`config.mk`:
```
export PLATFORM = sky130hd
export DESIGN_NAME = pfd_top
export DESIGN_NICKNAME = d
export VERILOG_FILES = /design/src/verilog/pfd_pkg.sv /design/src/verilog/pfd_top.sv
export SDC_FILE = /design/constraint.sdc
export NUM_CORES = 1
export LEC_CHECK = 0
export ABC_AREA = 0
export BUFFER_PORTS_ARGS = -buffer_cell sky130_fd_sc_hd__buf_2
export CAP_MARGIN = 20
export CELL_PAD_IN_SITES_DETAIL_PLACEMENT = 1
export CELL_PAD_IN_SITES_GLOBAL_PLACEMENT = 1
export CORE_MARGIN = 5
export CORE_UTILIZATION = 30
export CTS_CLUSTER_SIZE = 8
export DETAILED_ROUTE_END_ITERATION = 16
export GPL_TIMING_DRIVEN = 0
export PLACE_DENSITY_LB_ADDON = 0.1
export SYNTH_ARGS = -nofsm -noshare
export SYNTH_HDL_FRONTEND = slang
export SYNTH_SLANG_ARGS = --single-unit
export TNS_END_PERCENT = 50
```
`constraint.sdc`:
```
create_clock -name sys_clk -period 2.7 [get_ports sys_clk]
set_input_delay 0.54 -clock sys_clk [delete_from_list [all_inputs] [get_ports sys_clk]]
set_output_delay 0.54 -clock sys_clk [all_outputs]
set_load 0.005 [all_outputs]
```
`src/verilog/pfd_pkg.sv`:
```
// constants and state types for the phase-frequency detector
package pfd_pkg;

  // width of the phase-difference counter in bits; it counts sys_clk cycles
  localparam int unsigned CNT_W = 16;

  typedef logic [CNT_W-1:0] pfd_cnt_t;

  // counter saturates here instead of wrapping
  localparam pfd_cnt_t CNT_MAX = {CNT_W{1'b1}};
  localparam pfd_cnt_t CNT_ONE = 16'h0001;
  localparam pfd_cnt_t CNT_RST = 16'h0000;

  // idle: no pulse, lead: up pulse running, lag: down pulse running
  typedef enum logic [1:0] {
    PFD_IDLE,
    PFD_LEAD,
    PFD_LAG
  } pfd_mode_t;

  // complete state of the detector
  typedef struct packed {
    pfd_mode_t mode;
    logic      ref_q;
    logic      fb_q;
    pfd_cnt_t  cnt;
    pfd_cnt_t  width;
    logic      ref_led;
    logic      done;
  } pfd_state_t;

  // value after reset: idle, inputs taken as low, nothing measured
  localparam pfd_state_t PFD_STATE_RST = '{
    mode:    PFD_IDLE,
    ref_q:   1'b0,
    fb_q:    1'b0,
    cnt:     CNT_RST,
    width:   CNT_RST,
    ref_led: 1'b0,
    done:    1'b0
  };

endpackage

```
`src/verilog/pfd_top.sv`:
```
// phase-frequency detector: lead/lag pulses from rising edges of two inputs
//
// Behaviour
// - Only rising edges of the reference and feedback inputs count, and the time between them is measured.
// - When the reference leads, up is high for the phase difference while down stays low.
// - When the feedback leads, down is high for the phase difference while up stays low.
// - A running pulse ignores further edges of its own input, so the range spans plus or minus two pi.
// - Which output pulses depends on edge history and start-up state, and either polarity is valid.
`timescale 1ns/10ps
`default_nettype none

module pfd_top (
  input  wire logic                 sys_clk,
  input  wire logic                 reset_n,
  input  wire logic                 ref_in,
  input  wire logic                 fb_in,
  output logic                      up,
  output logic                      up_n,
  output logic                      dn,
  output logic                      dn_n,
  output pfd_pkg::pfd_cnt_t         phase_width,
  output logic                      ref_leads,
  output logic                      width_valid
);

  pfd_pkg::pfd_state_t state_reg;
  pfd_pkg::pfd_state_t state_next;
  logic                ref_rise;
  logic                fb_rise;

  // rising edge from the current sample and the previous one
  function automatic logic rise_of(input logic now, input logic prev);
    rise_of = now & ~prev;
  endfunction

  // saturating increment of the phase counter
  function automatic pfd_pkg::pfd_cnt_t sat_inc(input pfd_pkg::pfd_cnt_t v);
    if (v == pfd_pkg::CNT_MAX) begin
      sat_inc = v;
    end else begin
      sat_inc = v + pfd_pkg::CNT_ONE;
    end
  endfunction

  // edge detect on the synchronous inputs
  // the previous-sample flops clear on reset, so a pin already high at
  // release reads as a rising edge in the first cycle; drivers hold the
  // pins low through reset to avoid a false start
  assign ref_rise = rise_of(ref_in, state_reg.ref_q);
  assign fb_rise  = rise_of(fb_in, state_reg.fb_q);

  // next-state logic
  always_comb begin
    state_next       = state_reg;
    state_next.ref_q = ref_in;
    state_next.fb_q  = fb_in;
    state_next.done  = 1'b0;
    case (state_reg.mode)
      pfd_pkg::PFD_IDLE: begin
        if (ref_rise && fb_rise) begin
          // coincident edges: zero phase error, no pulse at all
          state_next.width = pfd_pkg::CNT_RST;
          state_next.done  = 1'b1;
        end else if (ref_rise) begin
          state_next.mode = pfd_pkg::PFD_LEAD;
          state_next.cnt  = pfd_pkg::CNT_ONE;
        end else if (fb_rise) begin
          state_next.mode = pfd_pkg::PFD_LAG;
          state_next.cnt  = pfd_pkg::CNT_ONE;
        end
      end
      pfd_pkg::PFD_LEAD: begin
        if (fb_rise) begin
          // down would join up: clear both and report the width
          state_next.mode    = pfd_pkg::PFD_IDLE;
          state_next.width   = state_reg.cnt;
          state_next.ref_led = 1'b1;
          state_next.done    = 1'b1;
        end else begin
          state_next.cnt = sat_inc(state_reg.cnt);
        end
      end
      pfd_pkg::PFD_LAG: begin
        if (ref_rise) begin
          state_next.mode    = pfd_pkg::PFD_IDLE;
          state_next.width   = state_reg.cnt;
          state_next.ref_led = 1'b0;
          state_next.done    = 1'b1;
        end else begin
          state_next.cnt = sat_inc(state_reg.cnt);
        end
      end
      default: begin
        state_next.mode = pfd_pkg::PFD_IDLE;
      end
    endcase
  end

  // state register with synchronous reset
  always_ff @(posedge sys_clk) begin
    if (!reset_n) begin
      state_reg <= pfd_pkg::PFD_STATE_RST;
    end else begin
      state_reg <= state_next;
    end
  end

  // outputs decoded from the state register
  assign up          = (state_reg.mode == pfd_pkg::PFD_LEAD);
  assign dn          = (state_reg.mode == pfd_pkg::PFD_LAG);
  assign up_n        = ~up;
  assign dn_n        = ~dn;
  assign phase_width = state_reg.width;
  assign ref_leads   = state_reg.ref_led;
  assign width_valid = state_reg.done;
endmodule

`default_nettype wire

```
==> results of run 1 <==
## cells in the mapped netlist (2+ instances only)
master | n | share of area (%)
dfxtp_1 | 38 | 37
nand2_1 | 32 | 5.9
nand3_1 | 21 | 5.2
a21boi_0 | 18 | 6.6
buf_4 | 16 | 5.9
a21oi_1 | 14 | 3.4
clkbuf_1 | 11 | 2.0
nor2_1 | 9 | 1.7
o21ai_0 | 8 | 2.0
nand4_1 | 7 | 2.1
o31ai_1 | 7 | 2.6
or4_1 | 6 | 2.2
ha_1 | 5 | 3.1
inv_1 | 4 | 0.74
a211oi_1 | 3 | 1.1
and3_1 | 3 | 0.92
nor2b_1 | 3 | 0.92
a22oi_1 | 2 | 0.74
a31o_2 | 2 | 0.86
a31oi_1 | 2 | 0.61
and2_1 | 2 | 0.61
and4_1 | 2 | 0.86
buf_6 | 2 | 1.1
nand2b_1 | 2 | 0.61
nor3_1 | 2 | 0.49
nor4_1 | 2 | 0.61
o211a_1 | 2 | 0.98
o2bb2ai_1 | 2 | 0.86
or2_2 | 2 | 0.61
or3_1 | 2 | 0.61
xnor2_1 | 2 | 0.86
## through the flow
stage / instance area (um^2) / total power, uW / std cells
floorplan: 2040 / 750 / 248
global placement: 2260 / 820 / 353
detailed placement: 2260 / 821 / 353
CTS: 2410 / 1440 / 361
global route: 2420 / 1490 / 360
finish: 2420 / 1420 / 360
## metal layers
metal,part of all wire [%],vias up
met2,46,21
met5,0,-
met1,49,885
li1,-,950
met4,1.5,0
met3,3.5,7
## worst min path at each step
stage / endpoint / cells past startpoint / startpoint / slack [ns]
after floorplan: phase_width[10]$_SDFFE_PN0P_ / 2 / phase_width[10]$_SDFFE_PN0P_ / 0.44
after global placement: phase_width[12]$_SDFFE_PN0P_ / 2 / phase_width[12]$_SDFFE_PN0P_ / 0.45
after detailed placement: phase_width[14]$_SDFFE_PN0P_ / 2 / phase_width[14]$_SDFFE_PN0P_ / 0.46
after CTS: state_reg[34]$_SDFF_PN0_ / 2 / fb_in / 0.47
after global routing: state_reg[34]$_SDFF_PN0_ / 2 / fb_in / 0.47
final: phase_width[15]$_SDFFE_PN0P_ / 2 / phase_width[15]$_SDFFE_PN0P_ / 0.46
## cell type report
| cell class | count | area share, % |
|---|---|---|
| plain buffers | 29 | 7.66 |
| clock buffers | 6 | 3.42 |
| clock inverters | 2 | 2.48 |
| well taps | 80 | 4.14 |
| flip-flops and latches | 38 | 31.5 |
| repair buffers | 25 | 5.18 |
| multi-input cells | 176 | 45.0 |
| inverters | 4 | 0.621 |
## timing repair
item                                    CTS  global route
hold endpoints to repair                  0             0
gates resized for setup                   0             3
endpoints found under the setup margin    0            19
## cell families after synthesis
| group | share of synthesized area [%] |
|---|---|
| DFF | 37.3 |
| and+or+nand+nor | 24.1 |
| adders and majority gates | 3.07 |
| xor gates and xnor gates | 0.860 |
| buffers and inverters | 10.0 |
| AOI/OAI and AO/OA | 24.6 |
## cell usage in the layout, fill, tap and decap left out, types with 3 or more instances in the layout
master    count
a21boi_0     18
a21oi_1      14
and3_1        3
buf_2        26
buf_4        16
clkbuf_1     10
clkbuf_8      6
dfxtp_1      38
ha_1          5
inv_1         4
nand2_1      32
nand3_1      21
nand4_1       7
nor2_1        9
nor2b_1       3
o21ai_0       8
o31ai_1       7
or4_1         6
## power by group through the flow
stage	clock network, uW	registers, uW	logic (uW)
CTS	636	585	222
global route	659	587	248
detailed placement	0	598	223
finish	616	585	221
global placement	0	598	221
floorplan	0	595	155
## critical path, stage by stage (launching register included)
cell and delay, ns:
dfxtp_1 0.41, inv_1 0.09, ha_1 0.21, clkbuf_1 0.23, a221o_1 0.42, a21o_1 0.22, buf_6 0.16, clkbuf_1 0.25
o31ai_1 0.31, a21oi_1 0.09
==> results.cfg, run 1 <==
[outcome]
outcome = complete, no violations

[job]
drv_cap = 0

[timing]
relSlewSlack_pct = 53.4
setup_viol = 0
final_max_slew_viol_count = 0
min_period_ns = 2.52
fin_crit_sh_pct = 93.4
fin_setup_tns_ns = 0
hold_slack_ns = 0.463
hold_viol_final = 0
layout_setup_ws_ns = 0.178
max_freq_ghz = 0.396
fin_skew_ns = 0.00774
rsz0062_at_grt = no
worstMarginPinSlew_ns = 0.699

[floorplan]
initial_core_util_pct = 30.3
ios = 26
core_area_um2 = 6720
chipHeight_um = 92.4
rows = 30
dieWidth_um = 92.4
die-area_um2 = 8540

[synthesis]
ys_seq_area_share_pct = 37.3
synth_fp_nets = 257
syn_area_per_cell_um2 = 8.22
async_flop_share_pct = 0
synth.ff_latch_count = 38
syn_inst = 248
yosys_warnings = 0
netlist_area_um2 = 2040
synth_cell_type_count = 46
ys.flop_type = dfxtp_1
synth-edff-count = 0

[power_and_ir_drop]
swShare_pct = 27.0
net-switching-power_uw = 384
p_int_uw = 1040
p_comb_share_pct = 15.5
sequentialPowerShare_pct = 41.1
leakage_uw = 0.000922
p_per_area_nw_per_um2 = 588
pwr-share-clk_pct = 43.4
peakVddDrop_uv = 251

[setup_path]
crit_path_end_kind = flop
cp.arrival_ns = 2.69
crit_start = state_reg[36]$_SDFFE_PN0P_
worstRegToRegCells = 9
start_kind = flop
reg2reg_from = state_reg[36]$_SDFFE_PN0P_
critical_path_class = flop to flop
crit_required_ns = 2.87
crit_end = state_reg[29]$_SDFFE_PN0P_
worstPathMaxFanout = 10
rrSetupSlack_ns = 0.18
reg2reg_to = state_reg[29]$_SDFFE_PN0P_

[clocking]
clk_pin_slew_ns = 0.08
cts_buffers = 5
ctsHoldBuffers = 0
cts_setup_buffers = 0
clock_latency_ns = 0.30
cts.sinks = 38
clockBufferDepth = 2
root_buffer = clkbuf_8
htree_levels = 2
cts_tree = done

[detailed_routing]
drc = 0
routedWlPerCell_um = 14.9
vias_per_cell = 5.18
ant_nets = 0
first_pass_iters = 4
drt_iter0_markers = 53
routed_wl_um = 5360
routed-via-count = 1863

[global_routing]
antenna_found_initial = 0
met2_usage_pct = 22.1
grtUsageMet3_pct = 3.33
grt.busiest_layer = met2
use_met1_pct = 17.3
grt_pass1_wl_um = 9290
grt_usage_pct = 13.5
grt_max_degree = 13
overflow = 0
grt_pass1_vias = 1906

[layout]
multi_input_area_um2 = 1090
antenna_cells = 0
layout.nets = 288
fillers = 825
area_growth_pct = 18.6
ff_latch_area_um2 = 761
final_util_pct = 36.0
largest_reg_flops = 20
drive_above_1_share_pct = 21.4

[placed_design]
place_ws_ns = 0.114
hpwl_um = 4040
gp_congestion = 0.755
io_buffer_count = 25

[hold_path]
hold_class = flop to flop
(Power assumes the default switching activity.)
==> inputs of run 2 (changes only) <==
--- a/config.mk
+++ b/config.mk
@@ -8,7 +8,7 @@
 export ABC_AREA = 0
 export BUFFER_PORTS_ARGS = -buffer_cell sky130_fd_sc_hd__buf_2
 export CAP_MARGIN = 20
-export CELL_PAD_IN_SITES_DETAIL_PLACEMENT = 1
+export CELL_PAD_IN_SITES_DETAIL_PLACEMENT = 0
 export CELL_PAD_IN_SITES_GLOBAL_PLACEMENT = 1
 export CORE_MARGIN = 5
 export CORE_UTILIZATION = 30
==> results.cfg, run 2 (synthesized netlist as in run 1, its figures left out) <==
[detailed_routing]
routed_wl_um = 5110
routedWlPerCell_um = 14.3
vias_per_cell = 5.09
drc = 0
ant_nets = 0
routed-via-count = 1823
drt_iter0_markers = 90
first_pass_iters = 4

[timing]
setup_viol = 0
fin_skew_ns = 0.00589
fin_crit_sh_pct = 91.7
min_period_ns = 2.48
max_freq_ghz = 0.404
fin_setup_tns_ns = 0
worstMarginPinSlew_ns = 0.726
hold_viol_final = 0
rsz0062_at_grt = yes
final_max_slew_viol_count = 0
relSlewSlack_pct = 51.6

[setup_path]
worstRegToRegCells = 9
start_kind = flop
slowest_stage = a221o_1
worstPathCellList = inv_1, ha_1, clkbuf_1, a221o_1, a21o_1, buf_6, clkbuf_1, o31ai_1, a21oi_1
slowest_delay_ns = 0.42
worstPathMaxFanout = 10
cp.arrival_ns = 2.64
crit_top_cell = clkbuf_1
crit_required_ns = 2.86
crit_path_end_kind = flop
critical_path_class = flop to flop

[layout]
area_growth_pct = 15.5
mostFrequentLayoutCells = 38 x dfxtp_1, 32 x nand2_1, 26 x buf_2
antenna_cells = 0
largest_reg_flops = 20
layout.nets = 288
mostFrequentLayoutCell = dfxtp_1
fin_area_um2 = 2350
multi_input_area_um2 = 1090
fillers = 738
ff_latch_area_um2 = 761
drive_above_1_share_pct = 20.9

[clocking]
cts.sinks = 38
htree_levels = 2
clock_latency_ns = 0.29
clk_pin_slew_ns = 0.07
cts_tree = done
cts_buffers = 5
clockBufferDepth = 2
cts_setup_buffers = 0
root_buffer = clkbuf_8

[outcome]
outcome = complete, no violations

[placed_design]
hpwl_um = 3870
place_area_um2 = 2260
gp_congestion = 0.755
io_buffer_count = 25

[global_routing]
antenna_found_initial = 0
grt_usage_pct = 12.7
grt_pass1_vias = 1724
grt_max_degree = 11
grt_pass1_wl_um = 8770
overflow = 0

[hold_path]
hold_class = flop to flop
hold_depth = 2

[floorplan]
ios = 26
initial_core_util_pct = 30.3
rows = 30
dieWidth_um = 92.4
core_area_um2 = 6720
die-area_um2 = 8540
chipHeight_um = 92.4

[job]
drv_cap = 0

[power_and_ir_drop]
p_per_area_nw_per_um2 = 508
peakVddDrop_uv = 164
leakage_uw = 0.000894
run 2: cell types whose count changed in the layout (fill, tap and decap cells not counted):
| cell | delta |
|---|---|
| bufinv_16 | -2 |
| a21boi_1 | -1 |
| a21boi_2 | +1 |
| nor4_1 | +1 |
| nor4_2 | -1 |
run 2: area by class of cell:
| class | instances | area share [%] |
|---|---|---|
| Buffer | 29 | 7.86 |
| Clock buffer | 6 | 3.51 |
| Inverter | 4 | 0.638 |
| Multi-Input combinational cell | 176 | 46.1 |
| Sequential cell | 38 | 32.3 |
| Tap cell | 80 | 4.25 |
| Timing Repair Buffer | 25 | 5.31 |
run 2: report_power, final:
part / internal [uW] / switching [uW]
registers: 572 / 12.9
clock network: 197 / 193
logic: 71.7 / 148
run 2: metrics by stage:
step	hold slack (ns)	total power (uW)	setup slack [ns]	util, %	std cells
after floorplan	0.441	750	0.504	-	248
final	0.460	1200	0.224	35.0	358
after detailed placement	0.456	818	0.111	33.7	353
after global placement	0.453	820	0.120	33.7	353
after global routing	0.483	1260	-0.00333	35.0	358
after CTS	0.466	1210	0.0973	34.9	359
run 2: path summary, 6_finish.rpt:
kind                                      from                           end  slack [ns]
setup / recovery    state_reg[36]$_SDFFE_PN0P_    state_reg[29]$_SDFFE_PN0P_        0.22
hold / removal    phase_width[12]$_SDFFE_PN0P_  phase_width[12]$_SDFFE_PN0P_        0.46
setup reg to reg    state_reg[36]$_SDFFE_PN0P_    state_reg[29]$_SDFFE_PN0P_        0.22
hold reg to reg   phase_width[12]$_SDFFE_PN0P_  phase_width[12]$_SDFFE_PN0P_        0.46
run 2: per-layer routing:
metal  GRT usage [%]  part of all wire, %
met2            20.1                   45
met3            2.44                  3.7
met5               0                    0
met4            4.08                  1.3
met1            17.4                   50
run 2: critical path: cells and delay by family, from the launching register on:
family,cells,cell delay (ns)
AO/OA/AOI/OAI,4,1.03
flip-flops,1,0.41
adder cells (fa/ha/maj),1,0.21
buffers and inverters,4,0.71
run 2: timing repair:
item | in CTS | in global routing
endpoints found under the setup margin | 0 | 19
hold endpoints to repair | 0 | 0
hold buffers | 0 | 0
resized for setup | 0 | 3
==> inputs of run 3 (changes only) <==
--- a/config.mk
+++ b/config.mk
@@ -14,7 +14,6 @@
 export CORE_UTILIZATION = 30
 export CTS_CLUSTER_SIZE = 8
 export DETAILED_ROUTE_END_ITERATION = 16
-export GPL_TIMING_DRIVEN = 0
 export PLACE_DENSITY_LB_ADDON = 0.1
 export SYNTH_ARGS = -nofsm -noshare
 export SYNTH_HDL_FRONTEND = slang
==> results.cfg, run 3 (synthesized netlist as in run 1, its figures left out) <==
[setup_path]
rrSetupSlack_ns = 0.46
reg2reg_to = state_reg[28]$_SDFFE_PN0P_
worstSetupPathDepth = 6
critical_path.top_delay_family = compound AO/OA/AOI/OAI gates
worstRegToRegCells = 6
reg2reg_from = state_reg[36]$_SDFFE_PN0P_
worstPathCellList = inv_1, ha_1, a221o_1, a21o_1, or4_1, a21oi_1
worstPathMaxFanout = 20
start_kind = flop
crit_start = state_reg[36]$_SDFFE_PN0P_
crit_end = state_reg[28]$_SDFFE_PN0P_
critical_path_class = flop to flop
cp.arrival_ns = 2.46
crit_required_ns = 2.93
crit_path_end_kind = flop
slowest_delay_ns = 0.57
slowest_stage = or4_1
crit_buf_inv = 1

[timing]
max_freq_ghz = 0.447
worstMarginPinSlew_ns = 0.592
rsz0062_at_grt = no
fin_setup_tns_ns = 0
setup_viol = 0
fin_skew_ns = 0.00851
final_max_slew_viol_count = 0
fin_crit_sh_pct = 82.9
hold_viol_final = 0
relSlewSlack_pct = 60.5
min_period_ns = 2.24

[power_and_ir_drop]
peakVddDrop_uv = 243
p_per_area_nw_per_um2 = 614
leakage_uw = 0.000855
power_uw = 1410

[floorplan]
ios = 26
dieWidth_um = 92.4
rows = 30
initial_core_util_pct = 30.3
core_area_um2 = 6720
die-area_um2 = 8540
chipHeight_um = 92.4

[detailed_routing]
routedWlPerCell_um = 14.4
routed-via-count = 1752
drc = 0
vias_per_cell = 5.14
first_pass_iters = 4
ant_nets = 0
drt_iter0_markers = 109
routed_wl_um = 4920

[outcome]
outcome = complete, no violations

[layout]
layout.nets = 269
drive_above_1_share_pct = 18.8
ff_latch_area_um2 = 761
multi_input_area_um2 = 1080
antenna_cells = 0
mostFrequentLayoutCells = 38 x dfxtp_1, 32 x nand2_1, 25 x buf_2
mostFrequentLayoutCell = dfxtp_1
area_growth_pct = 12.7
fillers = 731
final_util_pct = 34.2
largest_reg_flops = 20

[clocking]
cts.sinks = 38
clockBufferDepth = 2
cts_setup_buffers = 0
cts_resized = 0
htree_levels = 2
clock_latency_ns = 0.29
cts_tree = done
ctsHoldBuffers = 0
root_buffer = clkbuf_8
clk_pin_slew_ns = 0.08
cts_buffers = 5

[job]
drv_cap = 0

[global_routing]
grt_max_degree = 33
grt_usage_pct = 12.4
grt_pass1_vias = 1694
overflow = 0
antenna_found_initial = 0
grt_pass1_wl_um = 8650

[hold_path]
hold_class = flop to flop

[placed_design]
io_buffer_count = 25
gp_congestion = 0.793
hpwl_um = 3610
==> run 3: changes by cell type in the layout (fill, tap and decap cells not counted), sizes merged <==
cell / previous run / this run
clkbuf: 16 / 6
buf: 44 / 35
bufinv: 0 / 2
==> run 3: tightest hold or removal path: stages, from the launching register on <==
cell      delay [ns]
dfxtp_1         0.31
nand2_1         0.04
a21boi_0        0.06
==> run 3: final cells by class <==
cell class | count | share of cell area (%)
Inverter | 4 | 0.654
Clock buffer | 6 | 3.59
Timing Repair Buffer | 35 | 8.71
Clock inverter | 2 | 2.61
Multi-Input combinational cell | 176 | 46.9
Sequential cell | 38 | 33.1
Tap cell | 80 | 4.36
==> run 3: through the flow <==
| step | std cells | cell area [um^2] | hold WS, ns | setup WS, ns |
|---|---|---|---|---|
| 4_1_cts | 341 | 2300 | 0.466 | 0.465 |
| 3_3_place_gp | 333 | 2150 | 0.448 | 0.338 |
| 2_1_floorplan | 248 | 2040 | 0.441 | 0.504 |
| 3_5_place_dp | 333 | 2150 | 0.456 | 0.318 |
| 6_report | 341 | 2300 | 0.460 | 0.461 |
| 5_1_grt | 341 | 2300 | 0.480 | 0.268 |
==> run 3: worst min path at each step <==
stage	start	to	slack [ns]	cells after the start
6_report	phase_width[3]$_SDFFE_PN0P_	phase_width[3]$_SDFFE_PN0P_	0.46	2
4_1_cts	phase_width[3]$_SDFFE_PN0P_	phase_width[3]$_SDFFE_PN0P_	0.47	2
3_3_place_gp	phase_width[12]$_SDFFE_PN0P_	phase_width[12]$_SDFFE_PN0P_	0.45	2
2_1_floorplan	phase_width[10]$_SDFFE_PN0P_	phase_width[10]$_SDFFE_PN0P_	0.44	2
5_1_grt	ref_in	state_reg[35]$_SDFF_PN0_	0.48	2
3_5_place_dp	phase_width[3]$_SDFFE_PN0P_	phase_width[3]$_SDFFE_PN0P_	0.46	2
==> run 3: power by group <==
part	total, uW	switching, uW	internal [uW]
clock network	606	212	394
registers	584	12.3	572
logic	221	141	79.1
==> run 3: metal layers <==
layer	up-vias	share of wire [%]	global-route usage (%)
li1	917	-	-
met1	799	49	16.9
met2	30	46	19.8
met3	6	3.7	2.60
met4	0	1.1	3.71
met5	-	0	0
